<file path="src/uce_pkg.sv">
// shared constants, register map and state encodings for the serial control block
package uce_pkg;
  // ****************************************
  // bus and register map
  // ****************************************
  localparam int APB_ADDR_W = 8;
  localparam int APB_DATA_W = 32;
  localparam logic [APB_ADDR_W-1:0] OFS_CTRL_ONE = 8'h00;
  localparam logic [APB_ADDR_W-1:0] OFS_CTRL_TWO = 8'h04;
  localparam logic [APB_ADDR_W-1:0] OFS_STATUS = 8'h08;
  localparam logic [APB_ADDR_W-1:0] OFS_DATA = 8'h0c;
  localparam logic [APB_ADDR_W-1:0] OFS_BAUD = 8'h10;

  // ****************************************
  // serial_ctrl_two fields
  // ****************************************
  localparam int BIT_TX_EMPTY_IRQ_ON = 7;
  localparam int BIT_TX_DONE_IRQ_ON = 6;
  localparam int BIT_RX_FULL_IRQ_ON = 5;
  localparam int BIT_RX_QUIET_IRQ_ON = 4;
  localparam int BIT_TX_ON = 3;
  localparam int BIT_RX_ON = 2;
  localparam int BIT_RX_STANDBY = 1;
  localparam int BIT_BREAK_SEND = 0;
  localparam logic [7:0] CTRL_TWO_RESET = 8'h00;

  // ****************************************
  // control one fields
  // ****************************************
  localparam int BIT_LOOPBACK = 7;
  localparam int BIT_RX_SOURCE = 5;
  localparam int BIT_CHAR_LENGTH = 4;
  localparam int BIT_RESUME_METHOD = 3;
  localparam int BIT_LONG_BREAK = 1;
  localparam int BIT_ONE_WIRE_DIR = 0;
  localparam logic [7:0] CTRL_ONE_RESET = 8'h00;

  // ****************************************
  // status fields
  // ****************************************
  localparam int BIT_TX_EMPTY = 7;
  localparam int BIT_TX_DONE = 6;
  localparam int BIT_RX_FULL = 5;
  localparam int BIT_RX_QUIET = 4;

  // ****************************************
  // framing and timing
  // ****************************************
  localparam int DIV_W = 16;
  localparam logic [DIV_W-1:0] BAUD_RESET = 16'h0010;
  localparam int FRAME_W = 14;
  localparam logic [3:0] CHAR_BITS_EIGHT = 4'ha;
  localparam logic [3:0] CHAR_BITS_NINE = 4'hb;
  localparam logic [3:0] LONG_BREAK_EXTRA = 4'h3;
  localparam logic [3:0] DATA_BITS_EIGHT = 4'h8;
  localparam logic [3:0] DATA_BITS_NINE = 4'h9;

  typedef enum logic [3:0] {
    RX_IDLE = 4'b0001,
    RX_START = 4'b0010,
    RX_DATA = 4'b0100,
    RX_STOP = 4'b1000
  } uce_rx_state_type;
endpackage

</file>
<file path="src/uce_tx_shift.sv">
// transmit shifter for data, idle and break frames
`timescale 1ns/10ps
`default_nettype none
module uce_tx_shift
  import uce_pkg::*;
#(
  parameter int FW = FRAME_W,
  parameter int DW = DIV_W
) (
  // clock and reset
  input wire logic clk,
  input wire logic rst_n,
  // timing
  input wire logic [DW-1:0] bit_div,
  // frame load
  input wire logic load,
  input wire logic [FW-1:0] frame,
  input wire logic [3:0] nbits,
  // line side
  output logic line,
  output logic busy
);
  logic [FW-1:0] sh;
  logic [DW-1:0] cnt;
  logic [3:0] left;
  logic tick;

  // a zero divisor never ticks, so the shifter simply stalls
  assign tick = (cnt == {{(DW-1){1'b0}}, 1'b1});
  assign busy = (left != 4'h0);
  assign line = sh[0];

  always_ff @(posedge clk or negedge rst_n) begin
    if (!rst_n) begin
      sh <= {FW{1'b1}};
      left <= 4'h0;
      cnt <= {DW{1'b0}};
    end else if (load && !busy) begin
      sh <= frame;
      left <= nbits;
      cnt <= bit_div;
    end else if (busy) begin
      if (tick) begin
        sh <= {1'b1, sh[FW-1:1]};
        left <= left - 4'h1;
        cnt <= bit_div;
      end else if (cnt != {DW{1'b0}}) begin
        cnt <= cnt - {{(DW-1){1'b0}}, 1'b1};
      end
    end
  end
endmodule
`default_nettype wire

</file>
<file path="src/uce_rx_shift.sv">
// receive shifter with idle line detection
`timescale 1ns/10ps
`default_nettype none
module uce_rx_shift
  import uce_pkg::*;
#(
  parameter int DW = DIV_W
) (
  // clock and reset
  input wire logic clk,
  input wire logic rst_n,
  // configuration
  input wire logic enable,
  input wire logic nine_bit,
  input wire logic [DW-1:0] bit_div,
  // line side
  input wire logic line,
  // results
  output logic char_valid,
  output logic [8:0] char_data,
  output logic quiet
);
  uce_rx_state_type state;
  logic [DW-1:0] cnt;
  logic [DW-1:0] half;
  logic [3:0] idx;
  logic [3:0] qbits;
  logic [8:0] sh;
  logic active;
  logic tick;
  logic [3:0] char_bits;

  assign tick = (cnt == {{(DW-1){1'b0}}, 1'b1});
  assign half = (bit_div[DW-1:1] == {(DW-1){1'b0}}) ? {{(DW-1){1'b0}}, 1'b1}
                                                   : {1'b0, bit_div[DW-1:1]};
  assign char_bits = nine_bit ? CHAR_BITS_NINE : CHAR_BITS_EIGHT;

  always_ff @(posedge clk or negedge rst_n) begin
    if (!rst_n) begin
      state <= RX_IDLE;
      cnt <= {DW{1'b0}};
      idx <= 4'h0;
      sh <= 9'h000;
      char_valid <= 1'b0;
      char_data <= 9'h000;
    end else begin
      char_valid <= 1'b0;
      if (tick) begin
        cnt <= bit_div;
      end else if (cnt != {DW{1'b0}}) begin
        cnt <= cnt - {{(DW-1){1'b0}}, 1'b1};
      end else begin
        cnt <= bit_div;
      end
      case (state)
        RX_IDLE: begin
          if (enable && !line) begin
            state <= RX_START;
            cnt <= half;
          end
        end
        RX_START: begin
          if (tick) begin
            state <= line ? RX_IDLE : RX_DATA;
            idx <= nine_bit ? DATA_BITS_NINE : DATA_BITS_EIGHT;
          end
        end
        RX_DATA: begin
          if (tick) begin
            sh <= {line, sh[8:1]};
            idx <= idx - 4'h1;
            if (idx == 4'h1) begin
              state <= RX_STOP;
            end
          end
        end
        RX_STOP: begin
          if (tick) begin
            state <= RX_IDLE;
            char_valid <= 1'b1;
            char_data <= nine_bit ? sh : {1'b0, sh[8:1]};
          end
        end
        default: begin
          state <= RX_IDLE;
        end
      endcase
      if (!enable) begin
        state <= RX_IDLE;
      end
    end
  end

  // idle count starts after the stop bit, so trailing ones never shorten it
  always_ff @(posedge clk or negedge rst_n) begin
    if (!rst_n) begin
      qbits <= 4'h0;
      active <= 1'b0;
      quiet <= 1'b0;
    end else begin
      quiet <= 1'b0;
      if (state != RX_IDLE || !line || !enable) begin
        qbits <= 4'h0;
        if (char_valid) begin
          active <= 1'b1;
        end
      end else if (tick && active) begin
        qbits <= qbits + 4'h1;
        if (qbits + 4'h1 == char_bits) begin
          quiet <= 1'b1;
          active <= 1'b0;
        end
      end
      if (char_valid) begin
        active <= 1'b1;
      end
    end
  end
endmodule
`default_nettype wire

</file>
<file path="src/uce_top.sv">
// serial control enables: registers, transmit queueing, wakeup and pin ownership
//
// Notes on behaviour
// - control two readable and writable any time
// - transmit-empty flag interrupts when enabled
// - transmit-done flag interrupts when enabled
// - receive-full flag interrupts when enabled
// - line-quiet flag interrupts when enabled
// - transmitter on drives output pin
// - one-wire mode direction bit steers shared line
// - transmitter off-on while busy queues idle
// - pin held until queued work finishes; only the frame in shift and pending idle or break hold it, not buffered data
// - receiver off releases input pin
// - loopback releases input pin regardless
// - standby bit parks receiver awaiting wakeup
// - wakeup: idle line or address bit
// - wakeup clears standby bit in hardware
// - break bit set then clear queues break
// - break held queues further breaks, long option
// - eight or nine data bits, lsb first
// - internal loopback feeds transmitter to receiver
//
// Local design decisions: register access over APB and the address map.
`timescale 1ns/10ps
`default_nettype none
module uce_top
  import uce_pkg::*;
#(
  parameter logic [DIV_W-1:0] BAUD_DEFAULT = BAUD_RESET
) (
  // clock and reset
  input wire logic SYS_CLK,
  input wire logic RST_B,
  // apb slave
  input wire logic PSEL,
  input wire logic PENABLE,
  input wire logic PWRITE,
  input wire logic [APB_ADDR_W-1:0] PADDR,
  input wire logic [APB_DATA_W-1:0] PWDATA,
  output logic [APB_DATA_W-1:0] PRDATA,
  output logic PREADY,
  output logic PSLVERR,
  // transmit pin, shared line in one-wire mode
  input wire logic TXD_IN,
  output logic TXD_OUT,
  output logic TXD_OE,
  output logic TXD_OWN,
  // receive pin
  input wire logic RXD_IN,
  output logic RXD_OWN,
  // interrupt request
  output logic IRQ
);
  // ****************************************
  // reset release
  // ****************************************
  logic rst_ff1;
  logic rst_n;

  always_ff @(posedge SYS_CLK or negedge RST_B) begin
    if (!RST_B) begin
      rst_ff1 <= 1'b0;
      rst_n <= 1'b0;
    end else begin
      rst_ff1 <= 1'b1;
      rst_n <= rst_ff1;
    end
  end

  // ****************************************
  // pin synchronisers
  // ****************************************
  logic [1:0] pin_raw;
  logic [1:0] pin_filt;

  assign pin_raw = {TXD_IN, RXD_IN};

  // a change is taken only once the second and third stages agree
  genvar gi;
  generate
    for (gi = 0; gi < 2; gi++) begin : g_sync
      logic s1;
      logic s2;
      logic s3;
      always_ff @(posedge SYS_CLK or negedge rst_n) begin
        if (!rst_n) begin
          s1 <= 1'b1;
          s2 <= 1'b1;
          s3 <= 1'b1;
          pin_filt[gi] <= 1'b1;
        end else begin
          s1 <= pin_raw[gi];
          s2 <= s1;
          s3 <= s2;
          if (s2 == s3) begin
            pin_filt[gi] <= s3;
          end
        end
      end
    end
  endgenerate

  // ****************************************
  // apb decode
  // ****************************************
  function automatic logic hit(input logic [APB_ADDR_W-1:0] a,
                               input logic [APB_ADDR_W-1:0] ofs);
    hit = (a == ofs);
  endfunction

  function automatic logic mapped(input logic [APB_ADDR_W-1:0] a);
    mapped = hit(a, OFS_CTRL_ONE) || hit(a, OFS_CTRL_TWO) || hit(a, OFS_STATUS) ||
             hit(a, OFS_DATA) || hit(a, OFS_BAUD);
  endfunction

  logic access;
  logic wr_ev;
  logic rd_ev;

  // zero wait states; the answer is ready in the first access cycle
  assign PREADY = 1'b1;
  assign access = PSEL && PENABLE;
  assign wr_ev = access && PWRITE && mapped(PADDR);
  assign rd_ev = access && !PWRITE && mapped(PADDR);
  assign PSLVERR = access && !mapped(PADDR);

  // ****************************************
  // registers
  // ****************************************
  logic [7:0] ctrl_two;
  logic [7:0] ctrl_one;
  logic [DIV_W-1:0] baud_div;
  logic [8:0] tx_buf;
  logic [8:0] rx_data;
  logic tx_buffer_empty_flag;
  logic tx_done_flag;
  logic rx_full_flag;
  logic rx_quiet_flag;
  logic wr_ctrl_two;
  logic data_wr;
  logic data_rd;
  logic [7:0] status;

  assign wr_ctrl_two = wr_ev && hit(PADDR, OFS_CTRL_TWO);
  assign data_wr = wr_ev && hit(PADDR, OFS_DATA);
  assign data_rd = rd_ev && hit(PADDR, OFS_DATA);

  logic tx_on_bit;
  logic rx_on_bit;
  logic break_send_bit;
  logic loopback_select;
  logic rx_source_select;
  logic char_length_select;
  logic rx_resume_method;
  logic long_break_select;
  logic one_wire_direction;
  logic one_wire;

  assign tx_on_bit = ctrl_two[BIT_TX_ON];
  assign rx_on_bit = ctrl_two[BIT_RX_ON];
  assign break_send_bit = ctrl_two[BIT_BREAK_SEND];
  assign loopback_select = ctrl_one[BIT_LOOPBACK];
  assign rx_source_select = ctrl_one[BIT_RX_SOURCE];
  assign char_length_select = ctrl_one[BIT_CHAR_LENGTH];
  assign rx_resume_method = ctrl_one[BIT_RESUME_METHOD];
  assign long_break_select = ctrl_one[BIT_LONG_BREAK];
  assign one_wire_direction = ctrl_one[BIT_ONE_WIRE_DIR];
  assign one_wire = loopback_select && rx_source_select;

  always_ff @(posedge SYS_CLK or negedge rst_n) begin
    if (!rst_n) begin
      ctrl_one <= CTRL_ONE_RESET;
      baud_div <= BAUD_DEFAULT;
    end else if (wr_ev) begin
      if (hit(PADDR, OFS_CTRL_ONE)) begin
        ctrl_one <= PWDATA[7:0];
      end
      if (hit(PADDR, OFS_BAUD)) begin
        baud_div <= PWDATA[DIV_W-1:0];
      end
    end
  end

  // ****************************************
  // receiver path and standby
  // ****************************************
  logic rx_line;
  logic char_valid;
  logic [8:0] char_data;
  logic quiet;
  logic char_msb;
  logic wake;
  logic accept;
  logic tx_line;
  logic tx_busy;

  // internal loopback, one-wire line, or the receive pin
  assign rx_line = one_wire ? pin_filt[1] : (loopback_select ? tx_line : pin_filt[0]);
  assign char_msb = char_length_select ? char_data[8] : char_data[7];
  assign wake = ctrl_two[BIT_RX_STANDBY] &&
                (rx_resume_method ? (char_valid && char_msb) : quiet);
  assign accept = char_valid && (!ctrl_two[BIT_RX_STANDBY] || wake);

  uce_rx_shift #(
    .DW(DIV_W)
  ) u_rx (
    .clk(SYS_CLK),
    .rst_n(rst_n),
    .enable(rx_on_bit),
    .nine_bit(char_length_select),
    .bit_div(baud_div),
    .line(rx_line),
    .char_valid(char_valid),
    .char_data(char_data),
    .quiet(quiet)
  );

  // control two: a software write overrides the hardware wakeup clear
  always_ff @(posedge SYS_CLK or negedge rst_n) begin
    if (!rst_n) begin
      ctrl_two <= CTRL_TWO_RESET;
    end else if (wr_ctrl_two) begin
      ctrl_two <= PWDATA[7:0];
    end else if (wake) begin
      ctrl_two[BIT_RX_STANDBY] <= 1'b0;
    end
  end

  // received data and flags; the set wins over the read clear
  always_ff @(posedge SYS_CLK or negedge rst_n) begin
    if (!rst_n) begin
      rx_data <= 9'h000;
      rx_full_flag <= 1'b0;
      rx_quiet_flag <= 1'b0;
    end else begin
      if (data_rd) begin
        rx_full_flag <= 1'b0;
        rx_quiet_flag <= 1'b0;
      end
      // without room the new character is dropped; a read in the same cycle makes room
      if (accept && (!rx_full_flag || data_rd)) begin
        rx_data <= char_data;
        rx_full_flag <= 1'b1;
      end
      if (quiet && !ctrl_two[BIT_RX_STANDBY]) begin
        rx_quiet_flag <= 1'b1;
      end
    end
  end

  // ****************************************
  // transmit queueing
  // ****************************************
  logic break_pend;
  logic idle_pend;
  logic tx_load;
  logic [FRAME_W-1:0] tx_frame;
  logic [3:0] tx_nbits;
  logic [3:0] char_bits;
  logic next_tx_on;
  logic next_break;

  assign char_bits = char_length_select ? CHAR_BITS_NINE : CHAR_BITS_EIGHT;
  assign next_tx_on = PWDATA[BIT_TX_ON];
  assign next_break = PWDATA[BIT_BREAK_SEND];

  // low n bits of zero followed by ones
  function automatic logic [FRAME_W-1:0] break_frame(input logic [3:0] n);
    logic [FRAME_W-1:0] f;
    f = {FRAME_W{1'b1}};
    for (int i = 0; i < FRAME_W; i++) begin
      f[i] = (i >= int'(n));
    end
    break_frame = f;
  endfunction

  function automatic logic [FRAME_W-1:0] data_frame(input logic nine,
                                                    input logic [8:0] d);
    logic [FRAME_W-1:0] f;
    f = {FRAME_W{1'b1}};
    f[0] = 1'b0;
    f[8:1] = d[7:0];
    if (nine) begin
      f[9] = d[8];
    end
    data_frame = f;
  endfunction

  // break first, then the idle preamble, then buffered data
  always_comb begin
    tx_load = 1'b0;
    tx_frame = {FRAME_W{1'b1}};
    tx_nbits = char_bits;
    if (!tx_busy) begin
      if (break_pend) begin
        tx_load = 1'b1;
        tx_nbits = long_break_select ? char_bits + LONG_BREAK_EXTRA : char_bits;
        tx_frame = break_frame(tx_nbits);
      end else if (idle_pend) begin
        tx_load = 1'b1;
      end else if (tx_on_bit && !tx_buffer_empty_flag && !data_wr) begin
        tx_load = 1'b1;
        tx_frame = data_frame(char_length_select, tx_buf);
      end
    end
  end

  // a second break may slip in if the bit is still set at reload
  always_ff @(posedge SYS_CLK or negedge rst_n) begin
    if (!rst_n) begin
      break_pend <= 1'b0;
      idle_pend <= 1'b0;
    end else begin
      if (tx_load && break_pend) begin
        break_pend <= break_send_bit;
      end else if (tx_load) begin
        idle_pend <= 1'b0;
      end
      if (wr_ctrl_two && next_break && !break_send_bit) begin
        break_pend <= 1'b1;
      end
      if (wr_ctrl_two && next_tx_on && !tx_on_bit) begin
        idle_pend <= 1'b1;
      end
    end
  end

  // data loads are held off in a data write cycle, so set and clear never meet
  always_ff @(posedge SYS_CLK or negedge rst_n) begin
    if (!rst_n) begin
      tx_buf <= 9'h000;
      tx_buffer_empty_flag <= 1'b1;
      tx_done_flag <= 1'b1;
    end else begin
      if (data_wr) begin
        tx_buf <= PWDATA[8:0];
        tx_buffer_empty_flag <= 1'b0;
      end else if (tx_load && !break_pend && !idle_pend) begin
        tx_buffer_empty_flag <= 1'b1;
      end
      tx_done_flag <= tx_buffer_empty_flag && !data_wr && !tx_busy && !tx_load &&
                      !break_pend && !idle_pend;
    end
  end

  uce_tx_shift #(
    .FW(FRAME_W),
    .DW(DIV_W)
  ) u_tx (
    .clk(SYS_CLK),
    .rst_n(rst_n),
    .bit_div(baud_div),
    .load(tx_load),
    .frame(tx_frame),
    .nbits(tx_nbits),
    .line(tx_line),
    .busy(tx_busy)
  );

  // ****************************************
  // pin ownership
  // ****************************************
  logic tx_owned;

  assign tx_owned = tx_on_bit || tx_busy || break_pend || idle_pend;
  assign TXD_OWN = tx_owned;
  assign TXD_OUT = tx_line;
  assign TXD_OE = tx_owned && (!one_wire || one_wire_direction);
  assign RXD_OWN = rx_on_bit && !loopback_select;

  // ****************************************
  // status, read data and interrupt
  // ****************************************
  assign status = {tx_buffer_empty_flag, tx_done_flag, rx_full_flag, rx_quiet_flag, 4'h0};

  // read data is captured in the setup cycle and stands through the access cycle
  always_ff @(posedge SYS_CLK or negedge rst_n) begin
    if (!rst_n) begin
      PRDATA <= {APB_DATA_W{1'b0}};
    end else if (PSEL && !PENABLE && !PWRITE) begin
      PRDATA <= {APB_DATA_W{1'b0}};
      if (hit(PADDR, OFS_CTRL_ONE)) begin
        PRDATA[7:0] <= ctrl_one;
      end
      if (hit(PADDR, OFS_CTRL_TWO)) begin
        PRDATA[7:0] <= ctrl_two;
      end
      if (hit(PADDR, OFS_STATUS)) begin
        PRDATA[7:0] <= status;
      end
      if (hit(PADDR, OFS_DATA)) begin
        PRDATA[8:0] <= rx_data;
      end
      if (hit(PADDR, OFS_BAUD)) begin
        PRDATA[DIV_W-1:0] <= baud_div;
      end
    end
  end

  always_ff @(posedge SYS_CLK or negedge rst_n) begin
    if (!rst_n) begin
      IRQ <= 1'b0;
    end else begin
      IRQ <= (ctrl_two[BIT_TX_EMPTY_IRQ_ON] && tx_buffer_empty_flag) ||
             (ctrl_two[BIT_TX_DONE_IRQ_ON] && tx_done_flag) ||
             (ctrl_two[BIT_RX_FULL_IRQ_ON] && rx_full_flag) ||
             (ctrl_two[BIT_RX_QUIET_IRQ_ON] && rx_quiet_flag);
    end
  end
endmodule
`default_nettype wire

</file>
<file path="config.mk">
export PLATFORM = sky130hd
export DESIGN_NAME = uce_top
export DESIGN_NICKNAME = d
export VERILOG_FILES = /design/src/uce_pkg.sv /design/src/uce_tx_shift.sv /design/src/uce_rx_shift.sv /design/src/uce_top.sv
export SDC_FILE = /design/constraint.sdc
export NUM_CORES = 1
export LEC_CHECK = 0
export BUFFER_PORTS_ARGS = -buffer_cell sky130_fd_sc_hd__buf_4
export CAP_MARGIN = 20
export CORE_ASPECT_RATIO = 0.5
export CORE_MARGIN = 2
export CORE_UTILIZATION = 58
export DETAILED_ROUTE_END_ITERATION = 7
export GPL_TIMING_DRIVEN = 0
export PLACE_DENSITY = 0.77
export SYNTH_ARGS = -nofsm -noshare
export SYNTH_HDL_FRONTEND = slang
export SYNTH_SLANG_ARGS = --single-unit
</file>
<file path="constraint.sdc">
create_clock -name SYS_CLK -period 14.5 [get_ports SYS_CLK]
set_input_delay 2.9 -clock SYS_CLK [delete_from_list [all_inputs] [get_ports SYS_CLK]]
set_output_delay 2.9 -clock SYS_CLK [all_outputs]
set_load 0.05 [all_outputs]
</file>
==> flow_metrics.py <==
metrics = {
    "cts": {
        "h-tree-depth": 4,
        "cts_tree": "built",
        "cts_sinks": 166,
        "cts-root-buf": "clkbuf_16",
        "cts_resized": 0,
        "cts_setup_buffers": 0,
        "clk_pin_slew_ps": 60,
        "clock_latency_ps": 430,
        "cts_made_buffers": 17,
        "clk_path_buf_depth": 2,
        "cts_hold_buf": 0,
    },
    "drt": {
        "first_iter_violations": 505,
        "finalWirelength_um": 19890,
        "ant_nets": 0,
        "first_pass_iters": 5,
        "via_per_inst": 5.862,
        "drc": 0,
        "vias": 6542,
        "routedWlPerCell_um": 17.82,
    },
    "setup_path": {
        "start_kind": "input port",
        "cp_max_fo": 6,
        "required_ps": 11600,
        "worstSetupEndpointType": "output port",
        "critPathArrivalTime_ps": 4270,
        "worstSetupPathType": "in -> out",
    },
    "power": {
        "power.density_nw_per_um2": 109.9,
        "cellLeakagePower_nw": 4.562,
        "ir_drop_uv": 86.63,
    },
    "place": {
        "gp_congestion": 0.8614,
        "io_buffers": 51,
        "place_hpwl_um": 13910,
        "place_inst": 1084,
        "placed_area_um2": 9169,
    },
    "logic_synthesis": {
        "async_flop_share": 1.000,
        "synth.most_common_cell": "dfrtp_1",
        "synth_ff_type": "dfrtp_1",
        "synth_area_leaders": "dfrtp_1, dfstp_2, mux2_2",
        "seq_area_frac_synth": 0.4973,
        "synth_common_cells": "dfrtp_1, o21ai_0, nand2_1",
        "ys_ff_latch": 166,
        "synth_top_area_cell": "dfrtp_1",
        "postSynthCellCount": 817,
        "synth_top_area_share": 0.4161,
        "netlist_area_um2": 8419,
        "synth_edf_count": 0,
        "ys_warn_count": 0,
        "ys_types": 70,
        "syn_area_per_cell_um2": 10.31,
    },
    "sta": {
        "fin_crit_ps": 7174,
        "max-slew-margin-rel": 0.3711,
        "fmax_ghz": 0.1394,
        "tightestPinTransition_ps": 936.2,
        "finalMaxSlewViolations": 0,
        "setup-tns-final_ps": 0,
        "fin_hold_ws_ps": 306.1,
        "setup_violations": 0,
        "period_share": 0.4947,
        "finalHoldViolations": 0,
        "fin_skew_ps": 10.83,
        "rsz0062_at_grt": "no",
    },
    "global_route": {
        "grt-busiest-layer": "met2",
        "gr-usage-met1": 0.3463,
        "grtUsageMet2": 0.4372,
        "grt_pass1_vias": 6376,
        "use_met3": 0.07526,
        "grt_pass1_wl_um": 32060,
        "antenna_found_initial": 0,
        "grt_use_total": 0.2682,
        "grt-ovfl-total": 0,
        "grt_max_degree": 73,
    },
    "outcome": {
        "outcome": "finished clean",
    },
    "floorplanning": {
        "boundaryPins": 86,
        "rows": 31,
        "core_um2": 14310,
        "die_area_um2": 15550,
        "die_x_um": 174.4,
        "initial_core_util": 0.5883,
        "chipHeight_um": 89.20,
    },
    "layout": {
        "area_growth_pct": 15.63,
        "layout-drive-gt1-share": 0.2298,
        "nets": 965,
        "fin_util": 0.6802,
        "antennaDiodeCount": 0,
        "fin_cells": 1116,
        "final_cell_area_um2": 9736,
    },
    "worst_hold_path": {
        "hp-class": "reg -> async",
    },
    "job": {
        "maxCapViolations": 0,
    },
}
per-layer routing:
layer,up-vias,share of wire
met4,0,0.023
met1,3232,0.44
met5,-,0
li1,3063,-
met3,42,0.074
met2,205,0.47
layout make-up:
| cell class | count | area [um2] |
|---|---|---|
| plain buffers | 55 | 304.0 |
| clock buffers | 20 | 446.7 |
| clock inverters | 12 | 120.1 |
| fillers | 1073 | 4577 |
| inverters | 24 | 90.09 |
| multi-input cells | 588 | 3899 |
| flip-flops and latches | 166 | 4190 |
| well taps | 198 | 247.7 |
| repair buffers | 53 | 437.9 |
cells by family after synthesis:
group / synth area share
simple gates: 0.1535
mux: 0.1242
other cells: 0.0008920
xor+xnor: 0.02080
flops: 0.4973
buf+inv: 0.04681
fa+ha+maj: 0.02170
compound gates: 0.1348
state kept, by name, summed over array words and instances, names as in the netlist, 2 cells and up:
name / cells
PRDATA: 16
u_rx.char_data: 9
u_tx.left: 4
g_sync.s1: 2
u_rx.cnt: 16
tx_buf: 9
u_rx.state: 4
u_rx.idx: 4
u_rx.sh: 9
u_rx.qbits: 4
g_sync.s2: 2
pin_filt: 2
ctrl_one: 8
rx_data: 9
baud_div: 16
u_tx.cnt: 16
ctrl_two: 8
g_sync.s3: 2
u_tx.sh: 14
power by group:
part           total (mW)  internal [mW]  switching [mW]
Sequential          0.510          0.484          0.0253
Combinational       0.121         0.0489          0.0717
Clock               0.440          0.244           0.196
worst paths after layout:
kind	endpoint	startpoint	slack, ps	depth (start not counted)
max in group asynchronous	rst_n	RST_B	12160	1
min in group SYS_CLK	g_sync[0].s2	g_sync[0].s1	360	0
min reg2reg	u_rx.state[2]	rst_n	310	0
max	PSLVERR	PADDR[7]	7330	5
max reg2reg	u_tx.cnt[4]	u_tx.cnt[7]	11570	7
min	u_rx.state[2]	rst_n	310	0
worst max-delay path, cell delays in order:
cell	delay (ps)
buf_4	110
or4_4	570
nor2_1	340
a21oi_1	140
buf_4	220
stage by stage:
| stage | setup slack, ps | power (mW) |
|---|---|---|
| floorplan | 7340 | 0.6007 |
| global placement | 7363 | 0.6298 |
| detailed placement | 7345 | 0.6364 |
| CTS | 7347 | 1.074 |
| global route | 7266 | 1.113 |
| finish | 7326 | 1.070 |
cell usage in the layout, fill, tap and decap left out, types with 7 or more instances in the layout:
cell,netlist,layout
nand4_1,9,9
dfstp_2,26,26
and3_1,7,7
inv_1,24,24
nand3_1,16,16
ha_1,13,13
buf_4,20,71
xor2_1,10,10
xnor2_1,10,10
nand2_1,92,92
mux2i_1,37,37
o21ai_0,93,93
clkbuf_16,0,17
conb_1,2,18
nor4_1,12,12
dfrtp_1,140,139
nor3_1,19,19
nor2_1,55,55
mux2_2,52,52
a21oi_1,26,26
clkbuf_1,30,32
Note: power is estimated with default switching activity, not from simulation.
